File: config.mk
export PLATFORM = sky130hd
export DESIGN_NAME = adcoc_ctrl
export DESIGN_NICKNAME = d
export VERILOG_FILES = /design/src/design/adcoc_pkg.sv /design/src/design/adcoc_wr_if.sv /design/src/design/adcoc_ser_rx.sv /design/src/design/adcoc_ctrl.sv
export VERILOG_INCLUDE_DIRS = /design/src /design/src/design
export SDC_FILE = /design/constraint.sdc
export NUM_CORES = 1
export LEC_CHECK = 0
export BUFFER_PORTS_ARGS = -buffer_cell sky130_fd_sc_hd__buf_2
export CORE_MARGIN = 2
export CORE_UTILIZATION = 42
export CTS_CLUSTER_DIAMETER = 50
export DETAILED_ROUTE_END_ITERATION = 8
export GPL_TIMING_DRIVEN = 0
export PLACE_DENSITY = 0.71
export SLEW_MARGIN = 20
export SYNTH_ARGS = -nofsm -noshare
export SYNTH_HDL_FRONTEND = slang
export SYNTH_HIERARCHICAL = 1
export SYNTH_SLANG_ARGS = --single-unit
File: constraint.sdc
create_clock -name sys_clk -period 5.85 [get_ports sys_clk]
set_input_delay 0.8775 -clock sys_clk [delete_from_list [all_inputs] [get_ports sys_clk]]
set_output_delay 0.8775 -clock sys_clk [all_outputs]
set_load 0.1 [all_outputs]
File: src/design/adcoc_consts.svh
// Named constants of the converter output-clock and mode control block.
// Assumes inclusion by bare name from the design files only.
`ifndef ADCOC_CONSTS_SVH
`define ADCOC_CONSTS_SVH

// Register addresses carried in the serial frame
`define ADCOC_REG_CFG        4'h1
`define ADCOC_REG_OFS        4'h2
`define ADCOC_REG_FS         4'h3

// Power-on reset values
`define ADCOC_CFG_POR        16'hB2FF
`define ADCOC_OFS_POR        16'h007F
`define ADCOC_FS_POR         16'h807F

// Configuration field positions
`define ADCOC_B_DCS          12
`define ADCOC_B_PHASE        11
`define ADCOC_B_DDR_OFF      10
`define ADCOC_B_SWING        9
`define ADCOC_B_OE           8
`define ADCOC_ADJ_HI         15
`define ADCOC_ADJ_LO         7

// Serial frame layout
`define ADCOC_HDR            12'h001
`define ADCOC_FRAME_LAST     6'h1F

// Timing
`define ADCOC_CLK_NSEC         10
`define ADCOC_T_DLY_SHORT_NSEC 1000000
`define ADCOC_T_DLY_LONG_NSEC  4000000
`define ADCOC_T_CAL_NSEC       100000
`define ADCOC_WORD_DIV       4

`endif

File: src/design/adcoc_pkg.sv
// Types shared by the output-clock and mode control block.
// Assumes nothing beyond a SystemVerilog compiler.
package adcoc_pkg;

    // Control sequence states, one-hot
    typedef enum logic [3:0] {
        ST_POR   = 4'h1,
        ST_CAL   = 4'h2,
        ST_RUN   = 4'h4,
        ST_SLEEP = 4'h8
    } adcoc_state_type;

endpackage

File: src/design/adcoc_wr_if.sv
// Register write carrier between the serial receiver and the control core.
// Assumes both ends run on sys_clk.
`timescale 1ns/1ns
interface adcoc_wr_if;
    logic        stb;
    logic [3:0]  addr;
    logic [15:0] data;

    modport src (output stb, output addr, output data);
    modport dst (input stb, input addr, input data);
endinterface

File: src/design/adcoc_ser_rx.sv
// Serial register-write receiver: 12-bit header, 4-bit address, 16-bit data.
// Assumes synchronised serial levels and a one-cycle serial-clock rise pulse.
`timescale 1ns/1ns
`include "adcoc_consts.svh"
module adcoc_ser_rx
(
    input  wire logic   sys_clk,
    input  wire logic   srst,
    input  wire logic   enable,
    input  wire logic   sclk_rise,
    input  wire logic   sdata,
    input  wire logic   sel_n,
    adcoc_wr_if.src     wr
);
    logic [31:0] shift_reg;
    logic [31:0] shift_next;
    logic [5:0]  count_reg;
    logic        stb_reg;
    logic        last_w;
    logic        hdr_ok_w;

    assign shift_next = {shift_reg[30:0], sdata};
    assign last_w     = (count_reg == `ADCOC_FRAME_LAST);
    assign hdr_ok_w   = (shift_next[31:20] == `ADCOC_HDR);
    assign wr.stb     = stb_reg;
    assign wr.addr    = shift_reg[19:16];
    assign wr.data    = shift_reg[15:0];

    // Frames follow back to back while select stays low
    always_ff @(posedge sys_clk)
    begin
        if (srst || sel_n || !enable)
        begin
            count_reg <= 6'h00;
            stb_reg   <= 1'b0;
        end
        else if (sclk_rise)
        begin
            shift_reg <= shift_next;
            count_reg <= last_w ? 6'h00 : count_reg + 6'h01;
            stb_reg   <= last_w && hdr_ok_w;
        end
        else
        begin
            stb_reg <= 1'b0;
        end
    end
endmodule

File: src/design/adcoc_ctrl.sv
// Output-clock, power-down, calibration sequencing and mode control.
// Assumes sample words from logic on sys_clk; every pin is asynchronous.
`timescale 1ns/1ns
`include "adcoc_consts.svh"

// Contract
// - SINGLE_RATE_OUTPUT launch edge follows edge-select pin
// - SINGLE_RATE_OUTPUT data clock equals word rate
// - DDR clock half rate, both edges
// - Floating edge pin selects DDR
// - Sleep pin high: power down, outputs high-Z (outputs stay driven while sleep holds the power-up delay)
// - Sleep waits for running calibration
// - Sleep at power-up holds calibration delay
// - Manual calibration ignored while asleep
// - Floating range pin selects extended control
// - Extended rate from double-rate-disable bit
// - Phase zero normally, bit 11 extended
// - Extended launch edge from edge bit
// - Swing from pin or bit 9
// - Long delay only in normal mode
// - Full scale from pin or register 3
// - Offset only in extended mode
// - Register defaults on power-on reset
// - Duty-cycle correction enabled by default
// - Extended mode ignores configuration pins
// - Bit 10 zero DDR, one SINGLE_RATE_OUTPUT
module adcoc_ctrl
#(
    parameter int WORD_DIV  = `ADCOC_WORD_DIV,
    parameter int DLY_SHORT = (`ADCOC_T_DLY_SHORT_NSEC + `ADCOC_CLK_NSEC - 1) / `ADCOC_CLK_NSEC,
    parameter int DLY_LONG  = (`ADCOC_T_DLY_LONG_NSEC + `ADCOC_CLK_NSEC - 1) / `ADCOC_CLK_NSEC,
    parameter int CAL_CYC   = (`ADCOC_T_CAL_NSEC + `ADCOC_CLK_NSEC - 1) / `ADCOC_CLK_NSEC
)
(
    input  wire logic       sys_clk,
    input  wire logic       srst,
    input  wire logic       sleep_request_pin,
    input  wire logic       launch_edge_select,
    input  wire logic       launch_edge_float,
    input  wire logic       swing_select_pin,
    input  wire logic       range_or_ext_ctrl_select,
    input  wire logic       range_float,
    input  wire logic       cal_delay_select,
    input  wire logic       cal_request_pin,
    input  wire logic       ser_clk,
    input  wire logic       ser_data,
    input  wire logic       ser_sel_n,
    input  wire logic [7:0] sample_a,
    input  wire logic [7:0] sample_b,
    output logic      [7:0] bus_a_out,
    output logic      [7:0] bus_b_out,
    output logic            forwarded_data_clock,
    output logic            out_oe_n,
    output logic            swing_normal,
    output logic            range_normal,
    output logic      [8:0] offset_adjust,
    output logic      [8:0] full_scale_adjust,
    output logic            duty_cycle_correct,
    output logic            cal_running,
    output logic            ext_mode
);
    localparam int PW   = (WORD_DIV > 2) ? $clog2(WORD_DIV) : 1;
    localparam int HALF = WORD_DIV / 2;

    // ************************************************************
    // Pin synchronisers
    // ************************************************************
    logic [10:0] sync1_reg;
    logic [10:0] sync2_reg;
    logic        sleep_s;
    logic        edge_s;
    logic        edge_float_s;
    logic        swing_s;
    logic        range_s;
    logic        range_float_s;
    logic        cal_delay_select_s;
    logic        cal_s;
    logic        sclk_s;
    logic        sdata_s;
    logic        sel_n_s;
    logic        sclk_d_reg;
    logic        cal_d_reg;
    logic        sclk_rise_w;
    logic        cal_rise_w;

    always_ff @(posedge sys_clk)
    begin
        sync1_reg <= {sleep_request_pin, launch_edge_select, launch_edge_float,
                      swing_select_pin, range_or_ext_ctrl_select, range_float,
                      cal_delay_select, cal_request_pin, ser_clk, ser_data,
                      ser_sel_n};
        sync2_reg <= sync1_reg;
    end

    assign {sleep_s, edge_s, edge_float_s, swing_s, range_s, range_float_s,
            cal_delay_select_s, cal_s, sclk_s, sdata_s, sel_n_s} = sync2_reg;

    always_ff @(posedge sys_clk)
    begin
        sclk_d_reg <= srst ? 1'b0 : sclk_s;
        cal_d_reg  <= srst ? 1'b1 : cal_s;
    end

    assign sclk_rise_w = sclk_s & ~sclk_d_reg;
    assign cal_rise_w  = cal_s & ~cal_d_reg;

    // ************************************************************
    // Registers written over the serial port
    // ************************************************************
    adcoc_wr_if  wr ();
    logic [15:0] cfg_reg;
    logic [15:0] ofs_reg;
    logic [15:0] fs_reg;
    logic        ext_w;

    assign ext_w = range_float_s;

    // Serial port is live only under extended control
    adcoc_ser_rx u_ser_rx
    (
        .sys_clk   (sys_clk),
        .srst      (srst),
        .enable    (ext_w),
        .sclk_rise (sclk_rise_w),
        .sdata     (sdata_s),
        .sel_n     (sel_n_s),
        .wr        (wr.src)
    );

    always_ff @(posedge sys_clk)
    begin
        if (srst)
        begin
            cfg_reg <= `ADCOC_CFG_POR;
            ofs_reg <= `ADCOC_OFS_POR;
            fs_reg  <= `ADCOC_FS_POR;
        end
        else if (wr.stb)
        begin
            if (wr.addr == `ADCOC_REG_CFG)
                cfg_reg <= wr.data;
            if (wr.addr == `ADCOC_REG_OFS)
                ofs_reg <= wr.data;
            if (wr.addr == `ADCOC_REG_FS)
                fs_reg <= wr.data;
        end
    end

    // ************************************************************
    // Effective configuration
    // ************************************************************
    logic       ddr_w;
    logic       rise_w;
    logic       ph90_w;
    logic       swing_w;
    logic       range_w;
    logic [8:0] fs_w;
    logic [8:0] ofs_w;
    logic       dcs_w;
    logic       short_w;
    logic [15:0] fs_por_w;

    // Configuration pins are ignored entirely under extended control
    assign ddr_w    = ext_w ? ~cfg_reg[`ADCOC_B_DDR_OFF] : edge_float_s;
    assign rise_w   = ext_w ? cfg_reg[`ADCOC_B_OE] : edge_s;
    assign ph90_w   = ext_w & cfg_reg[`ADCOC_B_PHASE];
    assign swing_w  = ext_w ? cfg_reg[`ADCOC_B_SWING] : swing_s;
    assign range_w  = ext_w | range_s;
    assign fs_por_w = `ADCOC_FS_POR;
    assign fs_w     = ext_w ? fs_reg[`ADCOC_ADJ_HI:`ADCOC_ADJ_LO]
                            : fs_por_w[`ADCOC_ADJ_HI:`ADCOC_ADJ_LO];
    assign ofs_w    = ext_w ? ofs_reg[`ADCOC_ADJ_HI:`ADCOC_ADJ_LO]
                            : 9'h000;
    assign dcs_w    = ext_w ? cfg_reg[`ADCOC_B_DCS] : 1'b1;
    assign short_w  = ext_w | ~cal_delay_select_s;

    // ************************************************************
    // Power-up delay, calibration and sleep sequencing
    // ************************************************************
    adcoc_pkg::adcoc_state_type st_reg;
    adcoc_pkg::adcoc_state_type st_next;
    logic [31:0] cnt_reg;
    logic [31:0] cnt_next;
    logic [31:0] dly_w;
    logic        dly_done_w;
    logic        cal_done_w;

    assign dly_w      = short_w ? 32'(DLY_SHORT) : 32'(DLY_LONG);
    assign dly_done_w = (cnt_reg >= dly_w - 32'h1);
    assign cal_done_w = (cnt_reg >= 32'(CAL_CYC) - 32'h1);

    always_comb
    begin
        st_next  = st_reg;
        cnt_next = cnt_reg;
        case (st_reg)
            adcoc_pkg::ST_POR:
            begin
                // Delay counter frozen while sleep is held
                if (!sleep_s)
                begin
                    cnt_next = cnt_reg + 32'h1;
                    if (dly_done_w)
                    begin
                        st_next  = adcoc_pkg::ST_CAL;
                        cnt_next = 32'h0;
                    end
                end
            end
            adcoc_pkg::ST_CAL:
            begin
                cnt_next = cnt_reg + 32'h1;
                // Sleep only taken once calibration finishes
                if (cal_done_w)
                begin
                    st_next  = sleep_s ? adcoc_pkg::ST_SLEEP : adcoc_pkg::ST_RUN;
                    cnt_next = 32'h0;
                end
            end
            adcoc_pkg::ST_RUN:
            begin
                if (sleep_s)
                    st_next = adcoc_pkg::ST_SLEEP;
                else if (cal_rise_w)
                    st_next = adcoc_pkg::ST_CAL;
            end
            adcoc_pkg::ST_SLEEP:
            begin
                // No path to calibration: requests dropped here
                if (!sleep_s)
                    st_next = adcoc_pkg::ST_RUN;
            end
            default:
            begin
                st_next  = adcoc_pkg::ST_POR;
                cnt_next = 32'h0;
            end
        endcase
    end

    always_ff @(posedge sys_clk)
    begin
        st_reg  <= srst ? adcoc_pkg::ST_POR : st_next;
        cnt_reg <= srst ? 32'h0 : cnt_next;
    end

    // ************************************************************
    // Word timing and forwarded data clock
    // ************************************************************
    logic [PW-1:0] ph_reg;
    logic          run_w;
    logic          start_w;
    logic          mid_w;
    logic          fclk_reg;
    logic          fclk_next;
    logic [7:0]    bus_a_reg;
    logic [7:0]    bus_b_reg;
    logic          oe_n_reg;

    assign run_w   = (st_reg == adcoc_pkg::ST_RUN);
    assign start_w = run_w && (ph_reg == PW'(0));
    assign mid_w   = run_w && (ph_reg == PW'(HALF));

    // SINGLE_RATE_OUTPUT: one clock period per word, level set by launch edge
    // DDR: one toggle per word, at launch or mid-word
    always_comb
    begin
        fclk_next = fclk_reg;
        if (start_w)
            fclk_next = ddr_w ? (ph90_w ? fclk_reg : ~fclk_reg) : rise_w;
        else if (mid_w)
            fclk_next = ddr_w ? (ph90_w ? ~fclk_reg : fclk_reg) : ~rise_w;
    end

    // Clock stands still outside RUN, so it halts during calibration
    always_ff @(posedge sys_clk)
    begin
        if (srst || !run_w)
            ph_reg <= PW'(0);
        else
            ph_reg <= (ph_reg == PW'(WORD_DIV - 1)) ? PW'(0) : ph_reg + PW'(1);
    end

    always_ff @(posedge sys_clk)
    begin
        fclk_reg <= srst ? 1'b0 : fclk_next;
        oe_n_reg <= srst ? 1'b0 : (st_next == adcoc_pkg::ST_SLEEP);
    end

    // The word held through sleep is stale pipeline content to the receiver until the first word start in RUN
    always_ff @(posedge sys_clk)
    begin
        if (srst)
        begin
            bus_a_reg <= 8'h00;
            bus_b_reg <= 8'h00;
        end
        else if (start_w)
        begin
            bus_a_reg <= sample_a;
            bus_b_reg <= sample_b;
        end
    end

    // ************************************************************
    // Output registers
    // ************************************************************
    logic       swing_reg;
    logic       range_reg;
    logic [8:0] ofs_out_reg;
    logic [8:0] fs_out_reg;
    logic       dcs_reg;
    logic       cal_run_reg;
    logic       ext_reg;

    always_ff @(posedge sys_clk)
    begin
        swing_reg   <= srst ? 1'b1 : swing_w;
        range_reg   <= srst ? 1'b1 : range_w;
        ofs_out_reg <= srst ? 9'h000 : ofs_w;
        fs_out_reg  <= srst ? 9'h100 : fs_w;
        dcs_reg     <= srst ? 1'b1 : dcs_w;
        cal_run_reg <= srst ? 1'b0 : (st_next == adcoc_pkg::ST_CAL);
        ext_reg     <= srst ? 1'b0 : ext_w;
    end

    assign bus_a_out            = bus_a_reg;
    assign bus_b_out            = bus_b_reg;
    assign forwarded_data_clock = fclk_reg;
    assign out_oe_n             = oe_n_reg;
    assign swing_normal         = swing_reg;
    assign range_normal         = range_reg;
    assign offset_adjust        = ofs_out_reg;
    assign full_scale_adjust    = fs_out_reg;
    assign duty_cycle_correct   = dcs_reg;
    assign cal_running          = cal_run_reg;
    assign ext_mode             = ext_reg;
endmodule

Yosys cells after proc, flatten, opt, wreduce, memory -nomap -nowiden --
Cells that the tools add are included.
Storage, ports and cells: register bits after elaboration 186, latch bits 0, RAM bits 0, ROM bits 0, input bits 29, output and inout bits 41, word-level logic and storage cells 104, memories kept 0
Cells by class: add/sub/neg operators 4, $mul 0, divide/modulo/power cells 0, $lt $le $gt $ge 2, eq/ne operators 16, shift-type cells 0, mux-type cells 23, bitwise operators 15, reduce and logical (&&, ||, !) cells 20
Operator list (number):
- 32-bit two-way mux | 3
- 32-bit one-hot mux with 3 select lines | 1
- 32-bit by 1-bit adder with 32-bit output (second input constant) | 1
- 32-bit by 14-bit greater-or-equal comparator with 1-bit output (second input constant) | 1
- 32-bit greater-or-equal comparator | 1
- 4-bit two-way mux | 7
- 19-bit by 1-bit subtractor with 20-bit output (second input constant) | 1
- 19-bit two-way mux | 1
- 4-bit by 2-bit == test with 1-bit output (second input constant) | 4
- 4-bit one-hot mux with 4 select lines | 1
- 12-bit by 1-bit == test with 1-bit output (second input constant) | 1
- 1-bit inverter | 10
- 2-bit AND reduction | 5
- 1-bit two-way mux | 9
- 4-bit by 1-bit == test with 1-bit output (second input constant) | 2
- 4-bit == test (second input constant) | 2
- 2-bit OR reduction | 4
- 6-bit by 1-bit adder with 6-bit output (second input constant) | 1
- 6-bit by 5-bit == test with 1-bit output (second input constant) | 1
- 6-bit two-way mux | 1
- 2-bit == test (second input constant) | 2
- 4-bit by 3-bit == test with 1-bit output (second input constant) | 1
- 1-bit AND | 3
- 1-bit logical AND | 3
- 10 further kinds | 14

Depth between registers and ports, before layout --
Gate-level depths: netlist of run 1.
depth in word-level cells 9, depth in mapped cells 11, mapped depth without buffers 10

By module --
The synthesis of run 1 kept the hierarchy.
By module, submodules not included:
- adcoc_ctrl | times used 1, cells an instance 483, area an instance 4692.0 um^2, seq. area each 2522.4 um^2
- adcoc_ser_rx | times used 1, cells an instance 87, area an instance 1410.1 um^2, seq. area each 1071.0 um^2

Worst setup path after synthesis of run 1 --
No wires, ideal clock.
kind reg2reg, start register sync2_reg[5], end register cnt_reg[18], library setup time 74 ps, data arrival time 2572 ps, data required time 5776 ps, path slack 3204 ps, stages on the path, launching flop included 12, buffers on the path 1, clock period less this slack 2646 ps, cell sequence dfxtp_1 nor2b_1 inv_2 ha_1 or3_1 maj3_2 a211oi_2 nand3_2 o221ai_4 buf_6 nand3b_1 a31oi_1
Between the ends: cells in the longest elaborated chain, start to end 7
RTL lines:
- start, declared | RTL line adcoc_ctrl.sv:69 | logic [10:0] sync2_reg;
- start signal, assigned | RTL line adcoc_ctrl.sv:92 | sync2_reg <= sync1_reg;
- 1-bit bitwise OR | RTL line adcoc_ctrl.sv:175 | assign short_w = ext_w | ~cal_delay_select_s;
- 19-bit two-way mux | RTL line adcoc_ctrl.sv:188 | assign dly_w = short_w ? 32'(DLY_SHORT) : 32'(DLY_LONG);
- 19-bit by 1-bit subtractor with 20-bit output | RTL line adcoc_ctrl.sv:189 | assign dly_done_w = (cnt_reg >= dly_w - 32'h1);
- 32-bit greater-or-equal comparator | RTL line adcoc_ctrl.sv:189
- 32-bit two-way mux | RTL line adcoc_ctrl.sv:203 | if (dly_done_w)
- 32-bit two-way mux | RTL line adcoc_ctrl.sv:200 | if (!sleep_s)
- 32-bit one-hot mux with 3 select lines | RTL line adcoc_ctrl.sv:196 | case (st_reg)
- end signal, assigned | RTL line adcoc_ctrl.sv:244 | cnt_reg <= srst ? 32'h0 : cnt_next;
- end, declared | RTL line adcoc_ctrl.sv:182 | logic [31:0] cnt_reg;
Every way passes these cells. The select of a mux whose other input is x is not followed. A chain may end at the register's enable or synchronous reset.

Worst setup path in the final report of run 1 --
Same ends and word-level chain as after synthesis.

==> key figures, run 1 <==
Global route
  • GRT Overall Usage: 0.171
  • Remaining global-route overflow: 0
  • Largest net degree at the start of global routing: 32
  • First-pass GRT wire length: a little over 20 mm
  • Initial antenna violation count: 0
  • Number of global-route vias before repair: ~4,300

Route
  • DR vias/cell: 5.13
  • DR DRC count: 0
  • 1st-pass router iterations: 4
  • Starting DRT DRC Count: around 260
  • Via count: around 4,300
  • Total Routed Length: 12.2 mm
  • DR WL/cell: 14.5 um
  • Routed Antenna Nets: 0

Power and ir drop
  • Sequential share of power: 0.509
  • Sw Pwr: 518 uW
  • Switching share of total power: 0.224
  • Worst vdd ir: roughly 0.19 mV
  • Leak: between 2 and 3 nW
  • Clock share of power: 0.464
  • Pwr dens: 320 nW/um2
  • Comb power frac: 0.027
  • Cell internal pwr: roughly 1.8 mW

Clock tree
  • Hold_buf cts: 0
  • Clock sinks: 164
  • Max Buffers Root-to-Sink: 2
  • Number of H-tree levels: 4
  • Root Buffer: clkbuf_16
  • CTS buffer count: 17
  • Clock transition at the registers of the reported paths: ~0.06 ns
  • CTS resizes: 0
  • Post-CTS Setup Bufs: 0
  • CTS tree: yes
  • Clk_lat worst skew: about 0.43 ns

Die
  • Die height: between 100 and 150 um
  • Die width: 124 um
  • Initial Util: 0.432
  • Number of I/O pins: 70
  • Die area: roughly 15,000 um2
  • Core Rows: between 40 and 50
  • Core area: approximately 14,000 um2

Worst setup path
  • CP max FO: 10
  • Worst path cell trace: nor2b_1 > inv_2 > ha_1 > or3_1 > maj3_2 > a211oi_2 > nand3_2 > o221ai_4 > buf_6 > nand3b_1 > a31oi_1
  • Worst stage delay on the critical path: a little over 0.4 ns
  • Worst Setup SP: sync2_reg[5]
  • WP depth: 11
  • R2R depth: 11
  • R2R setup slack: ~2.7 ns
  • Reg2reg end: cnt_reg[18]
  • Critical Path RT: 6.19 ns
  • Startpoint Class: register
  • Critical path buffers and inverters: 2
  • CP arrival: roughly 3.5 ns
  • Worst r2r src: sync2_reg[5]
  • Slowest-stage cell, CP: dfxtp_1
  • Crit path kind: register to register
  • CP delay by family, top: simple AND/OR/NAND/NOR gates
  • Crit path to: cnt_reg[18]
  • Capturing element type of the critical path: register

STA
  • Tmin final: approximately 3.2 ns
  • Final period utilization: 0.547
  • Slew @ Worst Pin: around 1.1 ns
  • Max-slew violation count: 0
  • RSZ-0062 raised after global routing: no
  • Worst rel slew slack: 0.252
  • Setup tns final: 0 ns
  • Max frequency: 0.313 GHz
  • Final setup violating endpoints: 0
  • Final Hold Fails: 0
  • Worst Skew: between 0.01 and 0.015 ns
  • Setup ws final: 2.65 ns

Synthesis
  • Synthesized net count: around 600
  • Yosys Warn Count: 6
  • Post-Syn Area: 6050 um2
  • Synthesized area per cell: ~11 um2
  • Cells after Synth: around 560

Cells and area
  • Largest register FFs: 32
  • ANT cells: 0
  • Fin cells: around 840
  • Layout cell share with drive strength beyond 1: 0.196
  • # nets final: ~700
  • Post-layout util: 0.515
  • Synth-to-layout area growth: 19.2%

Place
  • Worst slack at placement: between 2 and 3 ns
  • Gpl congestion: between 0.8 and 0.9
  • Input/output buffers: slightly below 70
  • Detailed Place HPWL: 8.55 mm
  • Inst Count DP: 812

Flow run
  • Max_cap viols: 0

Status
  • Status: finished clean

Min path
  • Hold WC Path Type: register to register
-- worst min-delay path by stage --
stage,from,end,cells past startpoint
floorplan,sync1_reg[0],sync2_reg[0],0
CTS,sync1_reg[2],sync2_reg[2],0
global route,sync1_reg[5],sync2_reg[5],0
global placement,sync1_reg[6],sync2_reg[6],0
finish,sync1_reg[2],sync2_reg[2],0
detailed placement,sync1_reg[2],sync2_reg[2],0
-- placed cells by master (no fill, tap or decap), drive strengths merged, types with 3 or more instances in the layout --
cell / n
a211o: 4
a21oi: 25
a31oi: 32
a32o: 3
and2: 33
and3: 8
buf: 88
clkbuf: 38
clkinv: 3
dfxtp: 133
edfxtp: 31
ha: 11
inv: 20
mux2i: 23
nand2: 54
nand2b: 7
nand3: 15
nand3b: 12
nand4: 8
nor2: 43
nor2b: 9
nor3: 8
nor4: 13
nor4b: 4
o21ai: 6
or3: 4
xnor2: 5
xor2: 5
-- per-layer routing --
layer,wire [um],vias up,GRT usage
li1,-,2155,-
met1,5850,2052,0.230
met2,5580,107,0.259
met3,663,12,0.0417
met4,138,0,0.0822
met5,0,-,0
-- power by group through the flow --
| stage | clock [mW] | combinational, mW | sequential, mW |
|---|---|---|---|
| CTS | 1.10 | 0.0634 | 1.18 |
| finish | 1.07 | 0.0633 | 1.18 |
| global placement | 0 | 0.0610 | 1.20 |
| detailed placement | 0 | 0.0632 | 1.20 |
| floorplan | 0 | 0.0336 | 1.20 |
| global route | 1.14 | 0.0696 | 1.18 |
-- metrics by stage --
stage / cell area (um2) / total power [mW] / hold slack, ns
floorplan: 6050 / 1.24 / 0.310
CTS: 7210 / 2.33 / 0.328
global placement: 6620 / 1.26 / 0.310
finish: 7210 / 2.31 / 0.328
global route: 7210 / 2.38 / 0.339
detailed placement: 6630 / 1.26 / 0.313
-- area by class of cell --
type,count,area (um2)
inverters,11,41.3
plain buffers,37,213
fillers,1265,6780
flip-flops and latches,164,3590
repair buffers,69,345
clock buffers,20,478
clock inverters,12,106
multi-input cells,351,2210
well taps,180,225
Note: power is estimated with default switching activity, not from simulation.
==> run 2, diff against run 1 <==
Settings changed: ABC_AREA from default to 1, PLACE_DENSITY 0.71 to 0.7.
Clock period 5.85 ns to 3.2 ns, I/O delays scaled along.
==> run 2 against run 1 <==
  * First-iteration DRC count up 8.9%
  * Synthesized cell count up 29%
  * Clock-buffer cell count up 2
  * Die area up 7.5%
  * Clock skew down 0.0022 ns
  * Final area up 8.0%
  * Worst setup slack worse by 1.7 ns
  * Power up 92%
  * Critical endpoint is now cnt_reg[15]
==> key figures, run 2 <==
Route
  • Routed Antenna Nets: 0
  • Total Routed Length: 12.6 mm
  • DR WL/cell: 12.4 um
  • Starting DRT DRC Count: between 200 and 300
  • DR DRC count: 0
  • 1st-pass router iterations: 5
  • Via count: just under 5,000
  • DR vias/cell: between 4 and 5

Cells and area
  • Synth-to-layout area growth: 19.4%
  • Commonest non-fill, non-tap cell in the layout: dfxtp_1
  • Fin cells: around 1,000
  • Layout cell share with drive strength beyond 1: 0.232
  • # nets final: around 860
  • Most frequent cells in the layout: dfxtp_1, nor2_1, nand2_1
  • Post-layout util: 0.512
  • Fill count: ~1,400
  • Layout Cell Area excl Fill: between 7000 and 8000 um2
  • ANT cells: 0
  • Largest register FFs: 32

Power and ir drop
  • Leak: roughly 3.2 nW
  • Tot Pwr: 4.44 mW
  • Pwr dens: about 570 nW/um2
  • Worst vdd ir: 0.385 mV

Global route
  • Number of global-route vias before repair: 4,486
  • Initial antenna violation count: 0
  • Largest net degree at the start of global routing: 27
  • GRT Overall Usage: 0.164
  • Remaining global-route overflow: 0
  • First-pass GRT wire length: ~21 mm

Worst setup path
  • CP max FO: 10
  • Worst Setup SP: sync2_reg[5]
  • Worst path cell trace: inv_4 > nand2_8 > ha_1 > nand3_1 > nor2_1 > nor2_2 > nand2_1 > nor2_2 > nand3_2 > nand2_2 > nand2_2 > nand2_2 > buf_6 > nand3_2 > a21oi_2
  • Crit path kind: register to register
  • Most frequent CP cell: nand2_2
  • R2R depth: 15
  • Capturing element type of the critical path: register
  • Worst stage delay on the critical path: between 0.5 and 0.6 ns
  • CP arrival: 2.60 ns
  • Worst r2r src: sync2_reg[5]
  • Slowest-stage cell, CP: dfxtp_1
  • Startpoint Class: register
  • Critical Path RT: 3.54 ns

STA
  • RSZ-0062 raised after global routing: no
  • Final Hold Fails: 0
  • Setup ws final: about 0.94 ns
  • Max frequency: 0.443 GHz
  • Final period utilization: 0.705
  • Max-slew violation count: 0
  • Slew @ Worst Pin: 0.741 ns
  • Worst rel slew slack: 0.506
  • Final setup violating endpoints: 0
  • Setup tns final: 0 ns
  • Worst Skew: about 0.011 ns
  • Hold slack: around 0.15 ns
  • Tmin final: 2.26 ns

Die
  • Die height: 129 um
  • Core Rows: between 40 and 50
  • Die width: about 130 um
  • Number of I/O pins: 70
  • Core area: approximately 15,000 um2
  • Die area: 16,500 um2
  • Initial Util: 0.429

Clock tree
  • Clk_lat worst skew: 0.42 ns
  • Max Buffers Root-to-Sink: 2
  • CTS tree: yes
  • CTS resizes: 0
  • Clock transition at the registers of the reported paths: 0.07 ns
  • Number of H-tree levels: 4
  • Root Buffer: clkbuf_16
  • Hold_buf cts: 0
  • CTS buffer count: 17
  • Post-CTS Setup Bufs: 0
  • Clock sinks: roughly 160

Place
  • Detailed Place HPWL: between 8 and 9 mm
  • Input/output buffers: around 70
  • Inst Count DP: slightly below 1,000
  • Worst slack at placement: roughly 1 ns
  • Gpl congestion: between 0.8 and 0.9
  • Area after DPL: a little over 7000 um2

Synthesis
  • Synthesized area per cell: around 8.9 um2
  • Synthesized net count: slightly below 800
  • Yosys Warn Count: 6
  • Post-Syn Area: approximately 6500 um2
  • Cells after Synth: 729

Min path
  • Hold path cells: 1
  • Hold WC Path Type: primary input to register
  • Worst Min Path Start: launch_edge_select

Status
  • Status: finished clean

Flow run
  • Max_cap viols: 0
run 2: cell type report:
cell class	instances	area [um2]	area share
flip-flops and latches	164	3590	0.462
multi-input cells	430	2350	0.302
clock buffers	22	528	0.0678
inverters	99	377	0.0484
repair buffers	70	373	0.0479
well taps	188	235	0.0302
plain buffers	36	208	0.0267
clock inverters	10	124	0.0159
run 2: metal layers:
metal | global-route usage | vias up | routed length [um]
li1 | - | 2522 | -
met1 | 0.223 | 2175 | 6300
met2 | 0.252 | 115 | 5530
met3 | 0.0449 | 11 | 612
met4 | 0.0607 | 0 | 151
met5 | 0 | - | 0
run 2: worst paths after layout:
| check | end | slack, ns |
|---|---|---|
| min reg2reg | sync2_reg[5] | 0.33 |
| max reg2reg | cnt_reg[15] | 0.94 |
| max | cnt_reg[15] | 0.94 |
| min | sync1_reg[9] | 0.15 |
run 2: power by group:
group | switching, mW | internal (mW) | total, mW
Combinational | 0.0933 | 0.0420 | 0.135
Clock | 0.880 | 1.28 | 2.16
Sequential | 0.0130 | 2.12 | 2.14
Total | 0.987 | 3.45 | 4.44
run 2: critical path: cells and delay by family (launching register included):
family,cells,cell delay (ns)
simple gates,11,0.99
flops,1,0.51
buf+inv,2,0.30
fa+ha+maj,1,0.26
compound gates,1,0.13
==> run 3, diff against run 2 <==
Settings changed: ABC_AREA 1 to 0, PLACE_DENSITY 0.7 to 0.71.
Clock period 3.2 ns to 2.1 ns, I/O delays scaled along.
==> run 3 against run 2 <==
  * The run now ends with setup timing left
  * Register-to-register slack lost 1.4 ns
  * Clock power grew 38%
  * Clock-buffer cell count grew 1
  * Wire length shrank 0.25%
  * Global-route usage grew 0.93 points
  * Hold slack lost 0.027 ns
==> key figures, run 3 (synthesis gave the netlist of run 1 again) <==
Cells and area
  • Post-layout util: 0.543
  • Layout Cell Area excl Fill: around 7600 um2
  • Fill count: 1,189
  • Layout cell share with drive strength beyond 1: 0.233
  • Synth-to-layout area growth: 25.5%
  • # nets final: 710
  • Commonest non-fill, non-tap cell in the layout: dfxtp_1
  • ANT cells: 0
  • Fin cells: around 860
  • Largest register FFs: 32
  • Most frequent cells in the layout: dfxtp_1, buf_2, nand2_1

Route
  • Starting DRT DRC Count: 258
  • Routed Antenna Nets: 0
  • 1st-pass router iterations: 5
  • Total Routed Length: approximately 13 mm
  • DR WL/cell: 14.5 um
  • DR DRC count: 0
  • DR vias/cell: about 5.2
  • Via count: about 4,500

Status
  • Violated checks: setup timing
  • Status: complete, but fails checks

Global route
  • Remaining global-route overflow: 0
  • GR Util met2: 0.264
  • Initial antenna violation count: 0
  • First-pass GRT wire length: approximately 20 mm
  • GRT met3 Usage: 0.0527
  • Met1 usage: 0.224
  • GRT Overall Usage: 0.173
  • Busiest grt layer: met2
  • Largest net degree at the start of global routing: 32
  • Number of global-route vias before repair: roughly 4,200

STA
  • Worst Skew: between 0.01 and 0.015 ns
  • Max frequency: a little under 0.4 GHz
  • Tmin final: 2.55 ns
  • Final Hold Fails: 0
  • Setup ws final: -0.446 ns
  • RSZ-0062 raised after global routing: yes
  • Final period utilization: 1.21
  • Hold slack: 0.124 ns
  • Worst rel slew slack: 0.491
  • Slew @ Worst Pin: 0.757 ns
  • Final setup violating endpoints: 23
  • Max-slew violation count: 0

Worst setup path
  • Worst stage delay on the critical path: 0.37 ns
  • Slowest-stage cell, CP: a211oi_2
  • Most frequent CP cell: a31oi_1
  • Worst path cell trace: nor2b_4 > inv_4 > buf_6 > ha_4 > a21o_1 > a41o_1 > nand4_1 > a211oi_2 > o221ai_4 > buf_12 > buf_4 > a31oi_1 > a31oi_1
  • Critical path buffers and inverters: 4
  • CP delay by family, top: compound AO/OA/AOI/OAI gates
  • CP max FO: 9
  • Crit path kind: register to register
  • Startpoint Class: register
  • Critical Path RT: 2.39 ns
  • CP arrival: around 2.8 ns
  • Capturing element type of the critical path: register

Clock tree
  • Root Buffer: clkbuf_16
  • CTS tree: yes
  • Clock sinks: roughly 160
  • Clk_lat worst skew: 0.43 ns
  • Clock transition at the registers of the reported paths: roughly 0.06 ns
  • Number of H-tree levels: 4
  • Max Buffers Root-to-Sink: 2
  • CTS buffer count: 17

Power and ir drop
  • Worst vdd ir: between 0.7 and 0.8 mV
  • Leak: 3.03 nW
  • Pwr dens: 853 nW/um2

Place
  • Area after DPL: 6670 um2
  • Inst Count DP: around 810
  • Input/output buffers: 69
  • Detailed Place HPWL: between 8 and 9 mm
  • Gpl congestion: ~0.90

Flow run
  • Max_cap viols: 0

Die
  • Number of I/O pins: 70
  • Die width: between 100 and 150 um
  • Die height: between 100 and 150 um
  • Core Rows: 43
  • Die area: ~15,000 um2
  • Core area: approximately 14,000 um2
  • Initial Util: 0.432

Min path
  • Hold WC Path Type: primary input to register
[run 3: metrics by stage]
step / setup TNS [ns] / power, mW / setup slack, ns
finish: -8.18 / 6.47 / -0.446
detailed placement: -14.75 / 3.52 / -0.643
CTS: -8.89 / 6.51 / -0.469
global route: -11.81 / 6.68 / -0.558
floorplan: -5.32 / 3.45 / -0.294
global placement: -12.92 / 3.51 / -0.647
[run 3: layout make-up]
cell class / count / area [um2] / share of cell area
buffer: 35 / 215 / 0.0283
tap: 180 / 225 / 0.0297
sequential: 164 / 3600 / 0.474
clock buffer: 23 / 479 / 0.0631
clock inverter: 9 / 96.3 / 0.0127
timing repair buffer: 90 / 547 / 0.0720
inverter: 11 / 43.8 / 0.00577
multi-input combinational: 351 / 2390 / 0.315
[run 3: metal layers]
metal  part of all wire  vias up
met1               0.46     2082
met2               0.45      148
met3              0.063       28
met5                  0        -
li1                   -     2192
met4              0.027        0
[run 3: worst paths after layout]
kind	startpoint	endpoint	slack (ns)	cells after the start
setup / recovery	sync2_reg[5]	cnt_reg[10]	-0.45	13
hold / removal	sample_a[7]	bus_a_out[7]	0.12	3
setup reg to reg	sync2_reg[5]	cnt_reg[10]	-0.45	13
hold reg to reg	sync1_reg[9]	sync2_reg[9]	0.33	0
[run 3: power breakdown]
part           switching, mW  internal (mW)
Sequential            0.0302           3.24
Combinational          0.132         0.0850
Clock                   1.23           1.75
Total                   1.40           5.08
[run 3: worst register-to-register path, cell delays in order (launching register included)]
cell	delay (ns)
dfxtp_4	0.36
nor2b_4	0.14
inv_4	0.06
buf_6	0.14
ha_4	0.27
a21o_1	0.10
a41o_1	0.11
nand4_1	0.12
a211oi_2	0.37
o221ai_4	0.17
buf_12	0.16
buf_4	0.17
a31oi_1	0.19
a31oi_1	0.06
[run 3: repair_timing]
action,CTS,global route
pin swaps,6,7
endpoints found under the setup margin,45,58
hold endpoints to repair,11,0
buffers inserted,8,0
hold buffers,11,0
gates resized for setup,12,19
cloned,2,0
